===== config.mk =====
export PLATFORM = sky130hd
export DESIGN_NAME = chan_trigger
export DESIGN_NICKNAME = d
export VERILOG_FILES = /design/src/hw/trig_pkg.sv /design/src/hw/chan_trigger.sv /design/src/hw/level_cmp.sv
export VERILOG_INCLUDE_DIRS = /design/src /design/src/hw
export SDC_FILE = /design/constraint.sdc
export NUM_CORES = 1
export LEC_CHECK = 0
export ABC_AREA = 1
export BUFFER_PORTS_ARGS = -buffer_cell sky130_fd_sc_hd__buf_2
export CAP_MARGIN = 25
export CORE_ASPECT_RATIO = 0.5
export CORE_MARGIN = 4
export CORE_UTILIZATION = 35
export DETAILED_ROUTE_END_ITERATION = 8
export GPL_TIMING_DRIVEN = 0
export HOLD_SLACK_MARGIN = 0.1
export PLACE_DENSITY = 0.57
export SLEW_MARGIN = 5
export SYNTH_ARGS = -nofsm -noshare
export SYNTH_HDL_FRONTEND = slang
export SYNTH_SLANG_ARGS = --single-unit

===== constraint.sdc =====
create_clock -name ref_clk_i -period 6.4 [get_ports ref_clk_i]
set_clock_uncertainty 0.05 [all_clocks]
set_input_delay 1.28 -clock ref_clk_i [delete_from_list [all_inputs] [get_ports ref_clk_i]]
set_output_delay 1.28 -clock ref_clk_i [all_outputs]
set_load 0.05 [all_outputs]

===== src/hw/trig_map.svh =====
`ifndef TRIG_MAP_SVH
`define TRIG_MAP_SVH

// channel mode encodings
`define CH_MODE_OFF      3'h0
`define CH_MODE_BASIC    3'h1
`define CH_MODE_DUAL     3'h2
`define CH_MODE_QUAL_1   3'h3
`define CH_MODE_QUAL_2   3'h4
`define CH_MODE_ALARM_1  3'h5
`define CH_MODE_ALARM_2  3'h6

// direction encodings
`define DIR_POS          1'b0
`define DIR_NEG          1'b1

// reset values
`define CH_CFG_RST       '0
`define EXT_LEVEL_RST    1'b0

`endif


===== src/hw/trig_pkg.sv =====
package trig_pkg;

  localparam int SAMPLE_W = 16;

  typedef enum logic [2:0] {
    MODE_OFF     = 3'b000,
    MODE_BASIC   = 3'b001,
    MODE_DUAL    = 3'b010,
    MODE_QUAL_1  = 3'b011,
    MODE_QUAL_2  = 3'b100,
    MODE_ALARM_1 = 3'b101,
    MODE_ALARM_2 = 3'b110
  } ch_mode_t;

  // per-channel configuration
  typedef struct packed {
    ch_mode_t                    mode;
    logic                        dir;
    logic signed [SAMPLE_W-1:0]  prim_level;
    logic signed [SAMPLE_W-1:0]  sec_level;
    logic        [SAMPLE_W-1:0]  hyst;
  } ch_cfg_t;

  // recorder-wide settings; ext edge and out polarity are mainframe-wide
  typedef struct packed {
    logic ext_in_en;
    logic ext_in_falling;
    logic ext_out_en;
    logic ext_out_active_low;
  } rec_cfg_t;

endpackage


===== src/hw/chan_trigger.sv =====
`timescale 1ns/1ps
`default_nettype none

// Overview of operation
// - basic mode uses the primary level, crossing in selected direction.
// - dual mode runs both comparators; fire above upper or below lower.
// - inverted directions in dual mode fire on re-entering the window.
// - dual mode forces secondary direction opposite to primary.
// - dual mode applies one hysteresis value to both comparators.
// - qualifier mode routes detector output to a qualifier input.
// - qualifier variants use the basic or dual levels but arm while beyond them, not on a crossing.
// - all channel triggers are OR-combined into the recorder trigger.
// - any enabled qualifier not armed suppresses the recorder trigger.
// - external trigger input uses one common rising-or-falling edge select.
// - per-card enable lets external trigger input act as a source.
// - external trigger output polarity is one shared setting.
// - per-card enable forwards recorder trigger to the external output.
// - recorder trigger is offered to other recorders and mainframes.
// - single-level alarm holds while signal is beyond the level.
// - dual-level alarm holds while signal is beyond either level.
// - channel alarms OR together with others onto one alarm output.
// - trigger on first sample strictly beyond the level; equal does not.
// - signal already beyond level at start does not fire.
// - re-arm only after leaving the hysteresis band, then new crossing.
// - each channel independently off, trigger, qualifier or alarm.

`include "trig_map.svh"

module chan_trigger
  import trig_pkg::*;
#(
  parameter int N_CH = 4,
  parameter int W    = SAMPLE_W
) (
  // clock and reset
  input  wire logic                       ref_clk_i,
  input  wire logic                       rst_i,
  // sample stream
  input  wire logic                       run_i,
  input  wire logic                       smp_valid_i,
  input  wire logic signed [N_CH-1:0][W-1:0] smp_i,
  // configuration
  input  wire ch_cfg_t     [N_CH-1:0]     ch_cfg_i,
  input  wire rec_cfg_t                   rec_cfg_i,
  // external and shared triggers, alarm chain input
  input  wire logic                       ext_trig_i,
  input  wire logic                       share_trig_i,
  input  wire logic                       alarm_chain_i,
  // results
  output logic             [N_CH-1:0]     ch_trig_o,
  output logic             [N_CH-1:0]     qual_armed_o,
  output logic                            rec_trig_o,
  output logic                            share_trig_o,
  output logic                            ext_trig_o,
  output logic                            alarm_o
);

  //////////////////////////////////////////////////////////////////////////////

  logic [N_CH-1:0] ch_hit;
  logic [N_CH-1:0] qual_hit;
  logic [N_CH-1:0] qual_en;
  logic [N_CH-1:0] alarm_lvl;
  logic [N_CH-1:0] ch_trig_r;
  logic [N_CH-1:0] qual_r;
  logic [N_CH-1:0] alarm_r;

  for (genvar c = 0; c < N_CH; c++) begin : g_ch
    ch_mode_t mode;
    logic     dual_use;
    logic     sec_dir;
    logic     p_cross;
    logic     p_beyond;
    logic     s_cross;
    logic     s_beyond;
    logic     c_en;

    assign mode     = ch_cfg_i[c].mode;
    assign c_en     = run_i && (mode != MODE_OFF);
    assign dual_use = (mode == MODE_DUAL) || (mode == MODE_QUAL_2)
                   || (mode == MODE_ALARM_2);
    assign sec_dir  = ~ch_cfg_i[c].dir;

    level_cmp #(.W(W)) u_prim (
      .ref_clk_i   (ref_clk_i),
      .rst_i       (rst_i),
      .run_i       (c_en),
      .smp_valid_i (smp_valid_i),
      .smp_i       (smp_i[c]),
      .level_i     (ch_cfg_i[c].prim_level),
      .hyst_i      (ch_cfg_i[c].hyst),
      .dir_i       (ch_cfg_i[c].dir),
      .cross_o     (p_cross),
      .beyond_o    (p_beyond)
    );

    // same hysteresis on both levels; runs only in the dual variants
    level_cmp #(.W(W)) u_sec (
      .ref_clk_i   (ref_clk_i),
      .rst_i       (rst_i),
      .run_i       (c_en && dual_use),
      .smp_valid_i (smp_valid_i),
      .smp_i       (smp_i[c]),
      .level_i     (ch_cfg_i[c].sec_level),
      .hyst_i      (ch_cfg_i[c].hyst),
      .dir_i       (sec_dir),
      .cross_o     (s_cross),
      .beyond_o    (s_beyond)
    );

    // inverted slopes turn exit detection into window re-entry
    always_comb begin
      ch_hit[c]    = 1'b0;
      qual_hit[c]  = 1'b0;
      alarm_lvl[c] = 1'b0;
      qual_en[c]   = 1'b0;
      case (mode)
        MODE_BASIC:   ch_hit[c] = p_cross;
        MODE_DUAL:    ch_hit[c] = p_cross || s_cross;
        // levels hold between sample strobes; idle bus data is not a sample
        MODE_QUAL_1: begin
          qual_en[c]  = 1'b1;
          qual_hit[c] = smp_valid_i ? p_beyond : qual_r[c];
        end
        MODE_QUAL_2: begin
          qual_en[c]  = 1'b1;
          qual_hit[c] = smp_valid_i ? (p_beyond || s_beyond) : qual_r[c];
        end
        MODE_ALARM_1: alarm_lvl[c] = run_i && (smp_valid_i ? p_beyond : alarm_r[c]);
        MODE_ALARM_2: alarm_lvl[c] = run_i && (smp_valid_i ? (p_beyond || s_beyond)
                                                           : alarm_r[c]);
        default:      ch_hit[c] = 1'b0;
      endcase
    end
  end

  //////////////////////////////////////////////////////////////////////////////
  // registered per-channel results

  always_ff @(posedge ref_clk_i) begin
    if (rst_i) begin
      ch_trig_r <= '0;
    end else begin
      ch_trig_r <= ch_hit;
    end
  end

  always_ff @(posedge ref_clk_i) begin
    if (rst_i) begin
      qual_r <= '0;
    end else begin
      qual_r <= qual_hit;
    end
  end

  always_ff @(posedge ref_clk_i) begin
    if (rst_i) begin
      alarm_r <= '0;
    end else begin
      alarm_r <= alarm_lvl;
    end
  end

  //////////////////////////////////////////////////////////////////////////////
  // external trigger input edge

  logic ext_prev_r;
  logic ext_edge;

  always_ff @(posedge ref_clk_i) begin
    if (rst_i) begin
      ext_prev_r <= `EXT_LEVEL_RST;
    end else begin
      ext_prev_r <= ext_trig_i;
    end
  end

  assign ext_edge = rec_cfg_i.ext_in_falling ? (ext_prev_r && !ext_trig_i)
                                             : (!ext_prev_r && ext_trig_i);

  //////////////////////////////////////////////////////////////////////////////
  // combine

  logic qual_ok;
  logic src_any;
  logic qual_en_r;
  logic rec_trig_r;

  always_ff @(posedge ref_clk_i) begin
    if (rst_i) begin
      qual_en_r <= 1'b0;
    end else begin
      qual_en_r <= 1'b1;
    end
  end

  // every enabled qualifier must be armed
  assign qual_ok = &(qual_r | ~qual_en) && qual_en_r;
  assign src_any = (|ch_trig_r)
                || (rec_cfg_i.ext_in_en && ext_edge)
                || share_trig_i;

  always_ff @(posedge ref_clk_i) begin
    if (rst_i) begin
      rec_trig_r <= 1'b0;
    end else begin
      rec_trig_r <= run_i && src_any && qual_ok;
    end
  end

  //////////////////////////////////////////////////////////////////////////////
  // outputs

  logic ext_out_r;
  logic alarm_out_r;

  always_ff @(posedge ref_clk_i) begin
    if (rst_i) begin
      ext_out_r <= 1'b0;
    end else begin
      ext_out_r <= rec_cfg_i.ext_out_en && rec_trig_r;
    end
  end

  always_ff @(posedge ref_clk_i) begin
    if (rst_i) begin
      alarm_out_r <= 1'b0;
    end else begin
      alarm_out_r <= (|alarm_r) || alarm_chain_i;
    end
  end

  assign ch_trig_o    = ch_trig_r;
  assign qual_armed_o = qual_r;
  assign rec_trig_o   = rec_trig_r;
  assign share_trig_o = rec_trig_r;
  assign ext_trig_o   = ext_out_r ^ rec_cfg_i.ext_out_active_low;
  assign alarm_o      = alarm_out_r;

endmodule // chan_trigger

`default_nettype wire


===== src/hw/level_cmp.sv =====
`timescale 1ns/1ps
`default_nettype none

`include "trig_map.svh"

module level_cmp
  import trig_pkg::*;
#(
  parameter int W = 16
) (
  // clock and reset
  input  wire logic                ref_clk_i,
  input  wire logic                rst_i,
  // sample stream
  input  wire logic                run_i,
  input  wire logic                smp_valid_i,
  input  wire logic signed [W-1:0] smp_i,
  // setting
  input  wire logic signed [W-1:0] level_i,
  input  wire logic        [W-1:0] hyst_i,
  input  wire logic                dir_i,
  // results
  output logic                     cross_o,
  output logic                     beyond_o
);

  logic signed [W+1:0] lvl_x;
  logic signed [W+1:0] arm_x;
  logic signed [W+1:0] smp_x;
  logic                past_arm;
  logic                armed_r;

  assign lvl_x = {{2{level_i[W-1]}}, level_i};
  assign smp_x = {{2{smp_i[W-1]}}, smp_i};
  // re-arm point sits the hysteresis below (pos) or above (neg) the level
  assign arm_x = (dir_i == `DIR_POS) ? lvl_x - $signed({2'b00, hyst_i})
                                     : lvl_x + $signed({2'b00, hyst_i});

  // strictly beyond the level; equal does not count
  assign beyond_o = (dir_i == `DIR_POS) ? (smp_x > lvl_x) : (smp_x < lvl_x);

  // at or on the arming side of the hysteresis band
  assign past_arm = (dir_i == `DIR_POS) ? (smp_x <= arm_x) : (smp_x >= arm_x);

  // armed only after a sample on the near side; starting beyond never fires
  always_ff @(posedge ref_clk_i) begin
    if (rst_i || !run_i) begin
      armed_r <= 1'b0;
    end else if (smp_valid_i) begin
      if (armed_r && beyond_o) begin
        armed_r <= 1'b0;
      end else if (past_arm && !beyond_o) begin
        armed_r <= 1'b1;
      end
    end
  end

  assign cross_o = run_i && smp_valid_i && armed_r && beyond_o;

endmodule // level_cmp

`default_nettype wire


==> impl_results.html, run 1 <==
<table>
<tr><th>Metric</th><th>Value</th></tr>
<tr><th colspan="2">Layout</th></tr>
<tr><td>Number of filler instances in the final layout</td><td>between 5000 and 6000</td></tr>
<tr><td>Final Net Count</td><td>about 3700</td></tr>
<tr><td>Synth-to-layout area growth</td><td>14.1%</td></tr>
<tr><td>Ratio of cells with drive above 1 in the final layout</td><td>around 12%</td></tr>
<tr><th colspan="2">Clock tree</th></tr>
<tr><td>Resize count post-CTS</td><td>0</td></tr>
<tr><td>Buffer count from post-CTS setup fixing</td><td>0</td></tr>
<tr><td>Maximum root-to-sink buffer count</td><td>2</td></tr>
<tr><td>Clock tree root driver cell</td><td>clkbuf_16</td></tr>
<tr><td>Worst-Skew Late Latency</td><td>0.26 ns</td></tr>
<tr><td>Hold bufs inserted after CTS</td><td>0</td></tr>
<tr><td>Number of H-tree levels</td><td>1</td></tr>
<tr><td>Clock transition at the registers of the reported paths</td><td>0.06 ns</td></tr>
<tr><td>TritonCTS sink count</td><td>25</td></tr>
<tr><td>Clock tree from TritonCTS</td><td>yes</td></tr>
<tr><td>Number of buffers inserted during clock tree synthesis</td><td>3</td></tr>
<tr><th colspan="2">Detailed routing</th></tr>
<tr><td>DR pass1 iterations</td><td>7</td></tr>
<tr><td>Number of nets with antenna violations after detailed routing</td><td>0</td></tr>
<tr><td>Detailed-route vias per instance</td><td>4.88</td></tr>
<tr><td>Count of unresolved DRC violations after routing</td><td>0</td></tr>
<tr><td>Drt total wl</td><td>54.5 mm</td></tr>
<tr><td>WL/cell</td><td>15.1 um</td></tr>
<tr><td>Number of violations reported at the end of detailed-routing iteration 0</td><td>between 1000 and 1500</td></tr>
<tr><td>Vias after detailed routing</td><td>around 18000</td></tr>
<tr><th colspan="2">Global routing</th></tr>
<tr><td>GRT Resource Usage Total</td><td>20.5%</td></tr>
<tr><td>Via count of the first global-routing pass</td><td>16700</td></tr>
<tr><td>Global-route wire length before repair</td><td>86.0 mm</td></tr>
<tr><td>Largest net degree at the start of global routing</td><td>14</td></tr>
<tr><td>Residual overflow from global routing</td><td>0</td></tr>
<tr><td>Antenna violations before repair</td><td>8</td></tr>
<tr><th colspan="2">Logic synthesis</th></tr>
<tr><td>Top post-synthesis cells by area</td><td>ha_1, nand2_1, inv_1</td></tr>
<tr><td>Syn Inst Count</td><td>2677</td></tr>
<tr><td>Cell type contributing the most total cell area after synthesis</td><td>ha_1</td></tr>
<tr><td>Number of synthesized register bits</td><td>25</td></tr>
<tr><td>Cell Area, Synth</td><td>16700 sq um</td></tr>
<tr><td>Avg Synthesized Cell Area</td><td>6.24 sq um</td></tr>
<tr><td>Share of synthesized area occupied by flip-flops and latches</td><td>between 2 and 3%</td></tr>
<tr><td>Top cell type's share of synthesized area</td><td>31.2%</td></tr>
<tr><td>Count of cell types in the netlist</td><td>55</td></tr>
<tr><td>Warning count from the yosys run</td><td>0</td></tr>
<tr><td>Syn Nets</td><td>approximately 3400</td></tr>
<tr><th colspan="2">Floorplanning</th></tr>
<tr><td>Die Y-Extent</td><td>162 um</td></tr>
<tr><td>Total Die Area</td><td>51500 sq um</td></tr>
<tr><td>Io pins</td><td>295</td></tr>
<tr><td>Area of the core region</td><td>47000 sq um</td></tr>
<tr><td>Rows</td><td>56</td></tr>
<tr><td>Die extent in x</td><td>roughly 320 um</td></tr>
<tr><td>Initial Utilization</td><td>35.5%</td></tr>
<tr><th colspan="2">Status</th></tr>
<tr><td>Result of the run</td><td>complete, no violations</td></tr>
<tr><th colspan="2">Setup path</th></tr>
<tr><td>Length in cells of the worst reg-to-reg path</td><td>6</td></tr>
<tr><td>Kind of start point of the critical path</td><td>input port</td></tr>
<tr><td>Biggest fanout along the worst timing path</td><td>4</td></tr>
<tr><td>Maximum single-stage delay on the critical path</td><td>0.65 ns</td></tr>
<tr><td>Arrival time at the worst endpoint</td><td>6.08 ns</td></tr>
<tr><td>Critical path buffers and inverters</td><td>4</td></tr>
<tr><td>Category of the critical setup timing path</td><td>in2reg</td></tr>
<tr><td>Required arrival time at the worst endpoint</td><td>roughly 6.6 ns</td></tr>
<tr><td>CP top delay family</td><td>simple AND/OR/NAND/NOR gates</td></tr>
<tr><td>Cell at the slowest stage of the critical path</td><td>o311ai_0</td></tr>
<tr><td>Number of logic stages on the critical path including buffering</td><td>25</td></tr>
<tr><td>Type of destination of the critical path</td><td>flip-flop</td></tr>
<tr><td>Most frequent cell on the critical path</td><td>nand2_1</td></tr>
<tr><th colspan="2">Pwr</th></tr>
<tr><td>Power after layout</td><td>approximately 2.6 mW</td></tr>
<tr><td>Static leakage power</td><td>around 11 nW</td></tr>
<tr><td>Power per cell area</td><td>139 nW/um^2</td></tr>
<tr><td>Max rail drop VDD</td><td>slightly below 90 uV</td></tr>
<tr><th colspan="2">Timing</th></tr>
<tr><td>Transition at the pin with the smallest max-transition slack</td><td>slightly above 0.7 ns</td></tr>
<tr><td>Maximum frequency from static timing analysis</td><td>169 MHz</td></tr>
<tr><td>WHS</td><td>0.404 ns</td></tr>
<tr><td>Final setup violating endpoints</td><td>0</td></tr>
<tr><td>RSZ-0062 raised after global routing</td><td>false</td></tr>
<tr><td>Final number of hold-violating endpoints</td><td>0</td></tr>
<tr><td>Setup Total Neg Slack</td><td>0 ns</td></tr>
<tr><td>Shortest clock period the worst path allows after layout</td><td>5.93 ns</td></tr>
<tr><td>Slew HR</td><td>between 50% and 60%</td></tr>
<tr><td>Final Slew Violations</td><td>0</td></tr>
<tr><td>Share of the clock period used by the worst path</td><td>92.7%</td></tr>
<tr><th colspan="2">Min path</th></tr>
<tr><td>Worst hold stages</td><td>2</td></tr>
<tr><td>Type of the most critical hold path</td><td>reg2reg</td></tr>
<tr><th colspan="2">Place</th></tr>
<tr><td>Half-perimeter wire length after placement</td><td>around 50 mm</td></tr>
<tr><td>Total of buffers placed on input and output ports</td><td>~290</td></tr>
<tr><td>Weighted congestion at the end of routability-driven global placement</td><td>around 0.93</td></tr>
<tr><th colspan="2">Run</th></tr>
<tr><td>Max capacitance violation total</td><td>0</td></tr>
</table>
[per-stage QoR]
stage	setup WS [ns]	area (sq um)	std cells	utilization [%]
finish	0.468	19100	3618	40.5
detailed placement	0.288	19000	3606	40.3
global placement	0.311	19000	3606	40.3
CTS	0.556	19000	3610	40.5
global route	0.166	19100	3618	40.5
floorplan	1.63	16700	2677	-
[kinds of logic (layout without fill, tap and decap cells)]
| family | Yosys count | in the layout | share of synthesized area (%) |
|---|---|---|---|
| AO/OA/AOI/OAI | 506 | 506 | 17.2 |
| AND/OR/NAND/NOR | 1046 | 1046 | 26.6 |
| adder cells (fa/ha/maj) | 424 | 424 | 32.1 |
| buffers and inverters | 482 | 777 | 10.9 |
| other | 0 | 8 | 0 |
| flip-flops | 25 | 25 | 3.00 |
| XOR/XNOR | 194 | 194 | 10.2 |
[state kept, by name, indices dropped and copies added, names as in the netlist]
| signal | flops |
|---|---|
| alarm_o | 1 |
| g_ch.u_sec.armed_r | 4 |
| qual_armed_o | 4 |
| g_ch.u_prim.armed_r | 4 |
| ext_out_r | 1 |
| ext_prev_r | 1 |
| qual_en_r | 1 |
| rec_trig_o | 1 |
| alarm_r | 4 |
| ch_trig_o | 4 |
[area by class of cell]
| cell class | count | area (sq um) | area share, % |
|---|---|---|---|
| plain buffers | 14 | 62.6 | 0.328 |
| inverters | 468 | 1760 | 9.22 |
| flip-flops and latches | 25 | 500 | 2.63 |
| multi-input cells | 2170 | 14400 | 75.5 |
| clock buffers | 4 | 78.8 | 0.414 |
| well taps | 638 | 798 | 4.19 |
| diodes | 8 | 20.0 | 0.105 |
| repair buffers | 291 | 1460 | 7.64 |
[placed cells by master (no fill, tap or decap), drive strengths merged, types with 3 or more instances in the layout]
cell type,n
nor4,13
nand4,55
or3b,5
clkbuf,12
o21bai,16
a21oi,276
o31ai,20
xnor2,63
dfxtp,25
o21ai,123
a31oi,13
inv,466
a21o,18
and3,3
nand2,576
o2111ai,3
ha,416
nor2,213
xor2,131
nand3,141
diode,8
or2,7
fa,8
nor3,29
o211ai,7
o21a,18
buf,297
[layer usage]
layer / up-vias / global-route usage [%] / wire length (um)
met1: 7846 / 28.8 / 27100
met5: - / 0 / 13
met4: 2 / 2.70 / 512
met3: 30 / 0.928 / 1580
li1: 9540 / - / -
met2: 232 / 35.8 / 25300
[power by group]
group          switching [mW]  total (mW)  internal, mW  leakage (nW)
clock network          0.0553       0.140        0.0852        0.0382
registers             0.00278       0.164         0.161         0.203
logic                    1.42        2.34         0.923          10.6
[cell usage after synthesis, drive strengths merged]
cell type and number:
nor4 13, nor3 29, nor2 213, o31ai 20
nand3 141, o2111ai 3, buf 6, nand2 576
and3 3, clkinv 2, inv 466, a41oi 1
o211ai 7, nor3b 1, o311ai 2, a31o 2
xor2 131, ha 416, nand3b 2, a21oi 276
a2111oi 1, a21o 18, o221ai 2, o41ai 1
o21ai 123, clkbuf 8, o21a 18, a221oi 2
xnor2 63, o21bai 16, or3b 5, nand4 55
or2 7, or3 1, a21boi 1, fa 8
dfxtp 25, a31oi 13
[worst min-delay path: cells and delay by family (launching register included)]
family           cells  cell delay (ns)
DFF                  1             0.32
and+or+nand+nor      2             0.09
[path summary, 6_finish.rpt]
| path | slack, ns | startpoint | endpoint |
|---|---|---|---|
| hold reg to reg | 0.40 | rec_trig_o | ext_out_r |
| setup / recovery | 0.47 | ch_cfg_i[156] | g_ch[3].u_sec.armed_r |
| hold / removal | 0.40 | rec_trig_o | ext_out_r |
| setup reg to reg | 5.28 | ext_prev_r | rec_trig_o |
Power figures use the tool's default switching activity.
==> run 2, diff against run 1 <==
CTS_BUF_LIST = sky130_fd_sc_hd__clkbuf_4 sky130_fd_sc_hd__clkbuf_8   (was not set)
==> run 2 against run 1 <==
Effect of this change: via count is essentially flat; first-iteration DRC count down 2.4%; worst hold slack got worse by 0.0012 ns; setup slack better by 0.0082 ns; global-route usage about the same; non-clock buffer count unchanged; die area is the same; register-to-register slack barely moved; final cell count unchanged; largest cell class unchanged.
==> impl_results.html, run 2 (synthesis gave the netlist of run 1 again) <==
<table>
<tr><th>Metric</th><th>Value</th></tr>
<tr><th colspan="2">Clock tree</th></tr>
<tr><td>Clock tree root driver cell</td><td>clkbuf_8</td></tr>
<tr><td>Buffer count from post-CTS setup fixing</td><td>0 (unchanged)</td></tr>
<tr><td>Resize count post-CTS</td><td>0 (unchanged)</td></tr>
<tr><td>Clock tree from TritonCTS</td><td>yes</td></tr>
<tr><td>Maximum root-to-sink buffer count</td><td>2 (unchanged)</td></tr>
<tr><td>Number of H-tree levels</td><td>1 (unchanged)</td></tr>
<tr><td>TritonCTS sink count</td><td>25 (unchanged)</td></tr>
<tr><td>Hold bufs inserted after CTS</td><td>0 (unchanged)</td></tr>
<tr><td>Number of buffers inserted during clock tree synthesis</td><td>3 (unchanged)</td></tr>
<tr><td>Worst-Skew Late Latency</td><td>0.27 ns (about the same)</td></tr>
<tr><td>Clock transition at the registers of the reported paths</td><td>0.09 ns (+0.03 ns)</td></tr>
<tr><th colspan="2">Layout</th></tr>
<tr><td>Synth-to-layout area growth</td><td>13.9%</td></tr>
<tr><td>Final Non-Filler Cells</td><td>3618 (unchanged)</td></tr>
<tr><td>Total area of multi-input combinational cells</td><td>14400 sq um (unchanged)</td></tr>
<tr><td>Design area</td><td>19000 sq um (-0.16%)</td></tr>
<tr><td>Final Net Count</td><td>3680 (unchanged)</td></tr>
<tr><td>Most frequent standard cell in the layout excluding fill and tap cells</td><td>nand2_1</td></tr>
<tr><td>Ratio of cells with drive above 1 in the final layout</td><td>11.6% (+0.034 points)</td></tr>
<tr><td>Number of filler instances in the final layout</td><td>5235 (+0.038%)</td></tr>
<tr><td>Commonest cells after routing, fill and taps aside</td><td>nand2_1, inv_1, ha_1</td></tr>
<tr><td>Total area of sequential cells</td><td>500 sq um (unchanged)</td></tr>
<tr><th colspan="2">Pwr</th></tr>
<tr><td>Static leakage power</td><td>10.8 nW (-0.11%)</td></tr>
<tr><td>Max rail drop VDD</td><td>75.2 uV (-14%)</td></tr>
<tr><td>Power per cell area</td><td>137 nW/um^2 (-1.4%)</td></tr>
<tr><th colspan="2">Floorplanning</th></tr>
<tr><td>Io pins</td><td>295 (unchanged)</td></tr>
<tr><td>Rows</td><td>56 (unchanged)</td></tr>
<tr><td>Total Die Area</td><td>51500 sq um (unchanged)</td></tr>
<tr><td>Die Y-Extent</td><td>162 um (unchanged)</td></tr>
<tr><td>Initial Utilization</td><td>35.5% (unchanged)</td></tr>
<tr><td>Area of the core region</td><td>47000 sq um (unchanged)</td></tr>
<tr><td>Die extent in x</td><td>317 um (unchanged)</td></tr>
<tr><th colspan="2">Place</th></tr>
<tr><td>Post-placement cell count</td><td>3606 (unchanged)</td></tr>
<tr><td>Total placed instance area</td><td>19000 sq um (unchanged)</td></tr>
<tr><td>Half-perimeter wire length after placement</td><td>49.8 mm (unchanged)</td></tr>
<tr><td>Total of buffers placed on input and output ports</td><td>291 (unchanged)</td></tr>
<tr><td>Weighted congestion at the end of routability-driven global placement</td><td>0.930 (unchanged)</td></tr>
<tr><th colspan="2">Detailed routing</th></tr>
<tr><td>WL/cell</td><td>15.1 um (about the same)</td></tr>
<tr><td>Number of violations reported at the end of detailed-routing iteration 0</td><td>987 (-2.4%)</td></tr>
<tr><td>Topmost layer with routed signal wires</td><td>met5</td></tr>
<tr><td>DR WL met2</td><td>25.3 mm (about the same)</td></tr>
<tr><td>Vias after detailed routing</td><td>17700 (+0.0057%)</td></tr>
<tr><td>Drt total wl</td><td>54.5 mm (about the same)</td></tr>
<tr><td>Count of unresolved DRC violations after routing</td><td>0 (unchanged)</td></tr>
<tr><td>Number of nets with antenna violations after detailed routing</td><td>0 (unchanged)</td></tr>
<tr><td>Post-Route M1 WL</td><td>27.0 mm (-0.22%)</td></tr>
<tr><td>Detailed-route vias per instance</td><td>4.88 (about the same)</td></tr>
<tr><td>Metal3 WL</td><td>1.66 mm (+4.9%)</td></tr>
<tr><td>DR pass1 iterations</td><td>7 (unchanged)</td></tr>
<tr><th colspan="2">Min path</th></tr>
<tr><td>Type of the most critical hold path</td><td>reg2reg</td></tr>
<tr><th colspan="2">Global routing</th></tr>
<tr><td>GRT Resource Usage Total</td><td>20.5% (about the same)</td></tr>
<tr><td>Global-route wire length before repair</td><td>85.9 mm (about the same)</td></tr>
<tr><td>Residual overflow from global routing</td><td>0 (unchanged)</td></tr>
<tr><td>Via count of the first global-routing pass</td><td>16700 (-0.048%)</td></tr>
<tr><td>Largest net degree at the start of global routing</td><td>14 (unchanged)</td></tr>
<tr><td>Antenna violations before repair</td><td>8 (unchanged)</td></tr>
<tr><th colspan="2">Setup path</th></tr>
<tr><td>Type of destination of the critical path</td><td>flip-flop</td></tr>
<tr><td>Arrival time at the worst endpoint</td><td>6.09 ns (about the same)</td></tr>
<tr><td>Kind of start point of the critical path</td><td>input port</td></tr>
<tr><td>Required arrival time at the worst endpoint</td><td>6.56 ns (about the same)</td></tr>
<tr><td>Biggest fanout along the worst timing path</td><td>4 (unchanged)</td></tr>
<tr><td>Category of the critical setup timing path</td><td>in2reg</td></tr>
<tr><th colspan="2">Status</th></tr>
<tr><td>Result of the run</td><td>complete, no violations</td></tr>
<tr><th colspan="2">Timing</th></tr>
<tr><td>Final setup violating endpoints</td><td>0 (unchanged)</td></tr>
<tr><td>Maximum frequency from static timing analysis</td><td>169 MHz (+0.14%)</td></tr>
<tr><td>Final number of hold-violating endpoints</td><td>0 (unchanged)</td></tr>
<tr><td>Setup Total Neg Slack</td><td>0 ns (unchanged)</td></tr>
<tr><td>Share of the clock period used by the worst path</td><td>92.6% (-0.13 points)</td></tr>
<tr><td>Final Slew Violations</td><td>0 (unchanged)</td></tr>
<tr><td>RSZ-0062 raised after global routing</td><td>false</td></tr>
<tr><td>Slew HR</td><td>51.4% (about the same)</td></tr>
<tr><td>Shortest clock period the worst path allows after layout</td><td>5.92 ns (-0.00821 ns)</td></tr>
<tr><td>Transition at the pin with the smallest max-transition slack</td><td>0.720 ns (+0.000633 ns)</td></tr>
<tr><th colspan="2">Run</th></tr>
<tr><td>Max capacitance violation total</td><td>0 (unchanged)</td></tr>
</table>
==> run 2: cell counts in the layout (fill, tap and decap cells not counted) <==
Identical to the previous run, type by type.
==> run 2: per-stage QoR <==
step           setup WS [ns]  hold WS [ns]  util [%]  power, mW
2_1_floorplan           1.63         0.379         -       1.87
3_3_place_gp           0.311         0.397      40.3       2.47
3_5_place_dp           0.288         0.398      40.3       2.50
4_1_cts                0.572         0.411      40.4       2.62
5_1_grt                0.186         0.435      40.5       2.98
6_report               0.477         0.403      40.5       2.61
==> run 2: where the power goes <==
part	internal [mW]	switching [mW]
Sequential	0.161	0.00276
Combinational	0.923	1.42
Clock	0.0488	0.0516
==> run 2: worst paths after layout <==
path	cells past startpoint	slack [ns]	from	endpoint
worst max register to register	6	5.27	ext_prev_r	rec_trig_o
worst min-delay path	2	0.40	rec_trig_o	ext_out_r
worst max-delay path	25	0.48	ch_cfg_i[156]	g_ch[3].u_sec.armed_r
worst min register to register	2	0.40	rec_trig_o	ext_out_r
==> run 2: critical path, cell delays in order <==
cell and delay, ns:
buf_2 0.13, inv_1 0.06, ha_1 0.21, nand4_1 0.22, nor2_1 0.17, nand3_1 0.13, nor3_1 0.23, or2_1 0.15
xor2_1 0.23, inv_1 0.08, ha_1 0.34, nand2_1 0.11, nor2_1 0.20, nand2_1 0.07, o311ai_0 0.65, nand3b_1 0.19
nand2_1 0.10, ha_1 0.36, nand4_1 0.16, inv_1 0.12, nand4_1 0.07, or3b_2 0.45, nand2_1 0.19, a21oi_1 0.09
nor2_1 0.09
==> run 2: final cells by class <==
type | count | area share, %
Tap cell | 638 | 4.20
Antenna cell | 8 | 0.105
Multi-Input combinational cell | 2170 | 75.6
Timing Repair Buffer | 291 | 7.66
Inverter | 468 | 9.23
Sequential cell | 25 | 2.63
Clock buffer | 4 | 0.256
Buffer | 14 | 0.329
==> run 2: routing by layer <==
metal,GRT usage [%],up-vias
li1,-,9540
met1,28.8,7830
met2,35.8,251
met3,0.966,28
met4,2.51,2
met5,0,-
==> run 3, diff against run 2 <==
CTS_BUF_LIST = sky130_fd_sc_hd__clkbuf_4   (was sky130_fd_sc_hd__clkbuf_4 sky130_fd_sc_hd__clkbuf_8)
==> run 3 against run 2 <==
Effect of this change: largest power group unchanged; non-clock buffer count stayed put; routed wire length hardly changed; critical path type unchanged; via count hardly changed; clock power is 20% lower; total power is 0.77% lower.
==> impl_results.html, run 3 (synthesis gave the netlist of run 1 again) <==
<table>
<tr><th>Metric</th><th>Value</th></tr>
<tr><th colspan="2">Layout</th></tr>
<tr><td>Commonest cells after routing, fill and taps aside</td><td>nand2_1, inv_1, ha_1</td></tr>
<tr><td>Ratio of cells with drive above 1 in the final layout</td><td>11.6% (unchanged)</td></tr>
<tr><td>Total area of multi-input combinational cells</td><td>14400 sq um (unchanged)</td></tr>
<tr><td>Number of filler instances in the final layout</td><td>5238 (+0.057%)</td></tr>
<tr><td>Total area of sequential cells</td><td>500 sq um (unchanged)</td></tr>
<tr><td>Synth-to-layout area growth</td><td>13.8% (about the same)</td></tr>
<tr><td>Most frequent standard cell in the layout excluding fill and tap cells</td><td>nand2_1</td></tr>
<tr><td>Final Net Count</td><td>3680 (unchanged)</td></tr>
<tr><th colspan="2">Timing</th></tr>
<tr><td>Share of the clock period used by the worst path</td><td>91.5% (-1.0 points)</td></tr>
<tr><td>WHS</td><td>0.419 ns (+0.0164 ns)</td></tr>
<tr><td>Setup Total Neg Slack</td><td>0 ns (unchanged)</td></tr>
<tr><td>RSZ-0062 raised after global routing</td><td>false</td></tr>
<tr><td>Post-route setup slack</td><td>0.542 ns (+0.0659 ns)</td></tr>
<tr><td>Shortest clock period the worst path allows after layout</td><td>5.86 ns (-0.0659 ns)</td></tr>
<tr><td>Final setup violating endpoints</td><td>0 (unchanged)</td></tr>
<tr><td>Slew HR</td><td>51.4% (about the same)</td></tr>
<tr><td>Maximum frequency from static timing analysis</td><td>171 MHz (+1.1%)</td></tr>
<tr><td>Transition at the pin with the smallest max-transition slack</td><td>0.720 ns (-0.000368 ns)</td></tr>
<tr><td>Final Slew Violations</td><td>0 (unchanged)</td></tr>
<tr><td>Final number of hold-violating endpoints</td><td>0 (unchanged)</td></tr>
<tr><th colspan="2">Global routing</th></tr>
<tr><td>Residual overflow from global routing</td><td>0 (unchanged)</td></tr>
<tr><td>GRT Resource Usage Total</td><td>20.5% (about the same)</td></tr>
<tr><td>Via count of the first global-routing pass</td><td>16700 (+0.024%)</td></tr>
<tr><td>Global-route wire length before repair</td><td>85.9 mm (about the same)</td></tr>
<tr><td>Largest net degree at the start of global routing</td><td>14 (unchanged)</td></tr>
<tr><td>Antenna violations before repair</td><td>8 (unchanged)</td></tr>
<tr><th colspan="2">Min path</th></tr>
<tr><td>Hold Startpoint</td><td>rec_trig_o</td></tr>
<tr><td>Hold Path Sink</td><td>ext_out_r</td></tr>
<tr><td>Worst hold stages</td><td>2 (unchanged)</td></tr>
<tr><td>Type of the most critical hold path</td><td>reg2reg</td></tr>
<tr><th colspan="2">Detailed routing</th></tr>
<tr><td>DR pass1 iterations</td><td>7 (unchanged)</td></tr>
<tr><td>Number of nets with antenna violations after detailed routing</td><td>0 (unchanged)</td></tr>
<tr><td>Detailed-route vias per instance</td><td>4.88 (about the same)</td></tr>
<tr><td>Drt total wl</td><td>54.5 mm (about the same)</td></tr>
<tr><td>Count of unresolved DRC violations after routing</td><td>0 (unchanged)</td></tr>
<tr><td>WL/cell</td><td>15.1 um (about the same)</td></tr>
<tr><td>Vias after detailed routing</td><td>17700 (+0.0057%)</td></tr>
<tr><td>Number of violations reported at the end of detailed-routing iteration 0</td><td>967 (-2.0%)</td></tr>
<tr><th colspan="2">Pwr</th></tr>
<tr><td>Sequential power share</td><td>6.3% (about the same)</td></tr>
<tr><td>Clock share of power</td><td>3.1% (-0.8 points)</td></tr>
<tr><td>Power after layout</td><td>2.59 mW (-0.77%)</td></tr>
<tr><td>Design internal power</td><td>1.11 mW (-1.8%)</td></tr>
<tr><td>Power per cell area</td><td>136 nW/um^2 (-0.67%)</td></tr>
<tr><td>Logic pwr share</td><td>90.6% (+0.7 points)</td></tr>
<tr><td>Max rail drop VDD</td><td>60.4 uV (-20%)</td></tr>
<tr><td>Static leakage power</td><td>10.8 nW (about the same)</td></tr>
<tr><td>Switching share of power</td><td>57.0% (+0.43 points)</td></tr>
<tr><td>Sw power</td><td>1.47 mW (about the same)</td></tr>
<tr><th colspan="2">Place</th></tr>
<tr><td>Total of buffers placed on input and output ports</td><td>291 (unchanged)</td></tr>
<tr><td>Weighted congestion at the end of routability-driven global placement</td><td>0.930 (unchanged)</td></tr>
<tr><td>DP Worst Slack</td><td>0.288 ns (unchanged)</td></tr>
<tr><td>Half-perimeter wire length after placement</td><td>49.8 mm (unchanged)</td></tr>
<tr><th colspan="2">Clock tree</th></tr>
<tr><td>Number of H-tree levels</td><td>1 (unchanged)</td></tr>
<tr><td>Number of buffers inserted during clock tree synthesis</td><td>3 (unchanged)</td></tr>
<tr><td>Hold bufs inserted after CTS</td><td>0 (unchanged)</td></tr>
<tr><td>Clock tree root driver cell</td><td>clkbuf_4</td></tr>
<tr><td>Clock transition at the registers of the reported paths</td><td>0.15 ns (+0.06 ns)</td></tr>
<tr><td>Clock tree from TritonCTS</td><td>yes</td></tr>
<tr><td>Worst-Skew Late Latency</td><td>0.33 ns (+0.06 ns)</td></tr>
<tr><td>Maximum root-to-sink buffer count</td><td>2 (unchanged)</td></tr>
<tr><td>TritonCTS sink count</td><td>25 (unchanged)</td></tr>
<tr><td>Buffer count from post-CTS setup fixing</td><td>0 (unchanged)</td></tr>
<tr><td>Resize count post-CTS</td><td>0 (unchanged)</td></tr>
<tr><th colspan="2">Floorplanning</th></tr>
<tr><td>Area of the core region</td><td>47000 sq um (unchanged)</td></tr>
<tr><td>Rows</td><td>56 (unchanged)</td></tr>
<tr><td>Initial Utilization</td><td>35.5% (unchanged)</td></tr>
<tr><td>Io pins</td><td>295 (unchanged)</td></tr>
<tr><td>Total Die Area</td><td>51500 sq um (unchanged)</td></tr>
<tr><td>Die extent in x</td><td>317 um (unchanged)</td></tr>
<tr><td>Die Y-Extent</td><td>162 um (unchanged)</td></tr>
<tr><th colspan="2">Status</th></tr>
<tr><td>Result of the run</td><td>complete, no violations</td></tr>
<tr><th colspan="2">Setup path</th></tr>
<tr><td>Setup slack of the most critical reg-to-reg path</td><td>5.26 ns (about the same)</td></tr>
<tr><td>Length in cells of the worst reg-to-reg path</td><td>6 (unchanged)</td></tr>
<tr><td>Most frequent cell on the critical path</td><td>nand2_1</td></tr>
<tr><td>Critical path buffers and inverters</td><td>4 (unchanged)</td></tr>
<tr><td>Maximum single-stage delay on the critical path</td><td>0.65 ns (about the same)</td></tr>
<tr><td>Terminus of the critical flop-to-flop path</td><td>rec_trig_o</td></tr>
<tr><td>Reg-to-reg critical path startpoint</td><td>ext_prev_r</td></tr>
<tr><td>Cell at the slowest stage of the critical path</td><td>o311ai_0</td></tr>
<tr><td>Arrival time at the worst endpoint</td><td>6.09 ns (about the same)</td></tr>
<tr><td>Kind of start point of the critical path</td><td>input port</td></tr>
<tr><td>Type of destination of the critical path</td><td>flip-flop</td></tr>
<tr><td>Required arrival time at the worst endpoint</td><td>6.63 ns (+0.07 ns)</td></tr>
<tr><td>Biggest fanout along the worst timing path</td><td>4 (unchanged)</td></tr>
<tr><td>Category of the critical setup timing path</td><td>in2reg</td></tr>
<tr><td>CP top delay family</td><td>simple AND/OR/NAND/NOR gates</td></tr>
<tr><th colspan="2">Run</th></tr>
<tr><td>Max capacitance violation total</td><td>0 (unchanged)</td></tr>
</table>
run 3: cell counts in the layout (fill, tap and decap cells not counted):
Identical to the previous run, type by type.
run 3: area by class of cell:
| type | count | area share [%] |
|---|---|---|
| diodes | 8 | 0.105 |
| plain buffers | 14 | 0.329 |
| well taps | 638 | 4.20 |
| inverters | 468 | 9.24 |
| multi-input cells | 2170 | 75.7 |
| repair buffers | 291 | 7.66 |
| clock buffers | 4 | 0.158 |
| flip-flops and latches | 25 | 2.63 |
run 3: per-stage QoR:
stage | instances | util (%) | instance area [sq um]
after global placement | 3606 | 40.3 | 19000
final | 3618 | 40.4 | 19000
after CTS | 3610 | 40.4 | 19000
after detailed placement | 3606 | 40.3 | 19000
after floorplan | 2677 | - | 16700
after global routing | 3618 | 40.4 | 19000
run 3: how the worst max path moves through the flow:
stage                       start               endpoint  slack, ns  cells past startpoint
floorplan           ch_cfg_i[156]  g_ch[3].u_sec.armed_r       1.63                     24
global route        ch_cfg_i[156]  g_ch[3].u_sec.armed_r       0.25                     25
CTS                 ch_cfg_i[156]  g_ch[3].u_sec.armed_r       0.64                     25
detailed placement  ch_cfg_i[156]  g_ch[3].u_sec.armed_r       0.29                     25
finish              ch_cfg_i[156]  g_ch[3].u_sec.armed_r       0.54                     25
global placement    ch_cfg_i[156]  g_ch[3].u_sec.armed_r       0.31                     25
run 3: per-layer routing:
metal  global-route usage (%)  wire, um  vias to the layer above
li1                         -         -                     9540
met1                     28.8     27100                     7838
met4                     2.57       506                        2
met3                    0.928      1640                       28
met5                        0        13                        -
met2                     35.8     25300                      244
run 3: power groups by stage:
stage                     Clock, mW  Combinational (mW)  Sequential [mW]
after detailed placement          0                2.34            0.168
after global placement            0                2.30            0.168
after global routing         0.0876                2.71            0.165
after floorplan                   0                1.70            0.172
final                        0.0799                2.34            0.164
after CTS                    0.0817                2.35            0.164
run 3: worst reg2reg max path, stage by stage, from the launching register on:
cell and delay, ns:
dfxtp_1 0.36, nand2_1 0.05, nand2_1 0.05, o211ai_1 0.08, nand3_1 0.08, o21ai_0 0.10, a2111oi_0 0.27
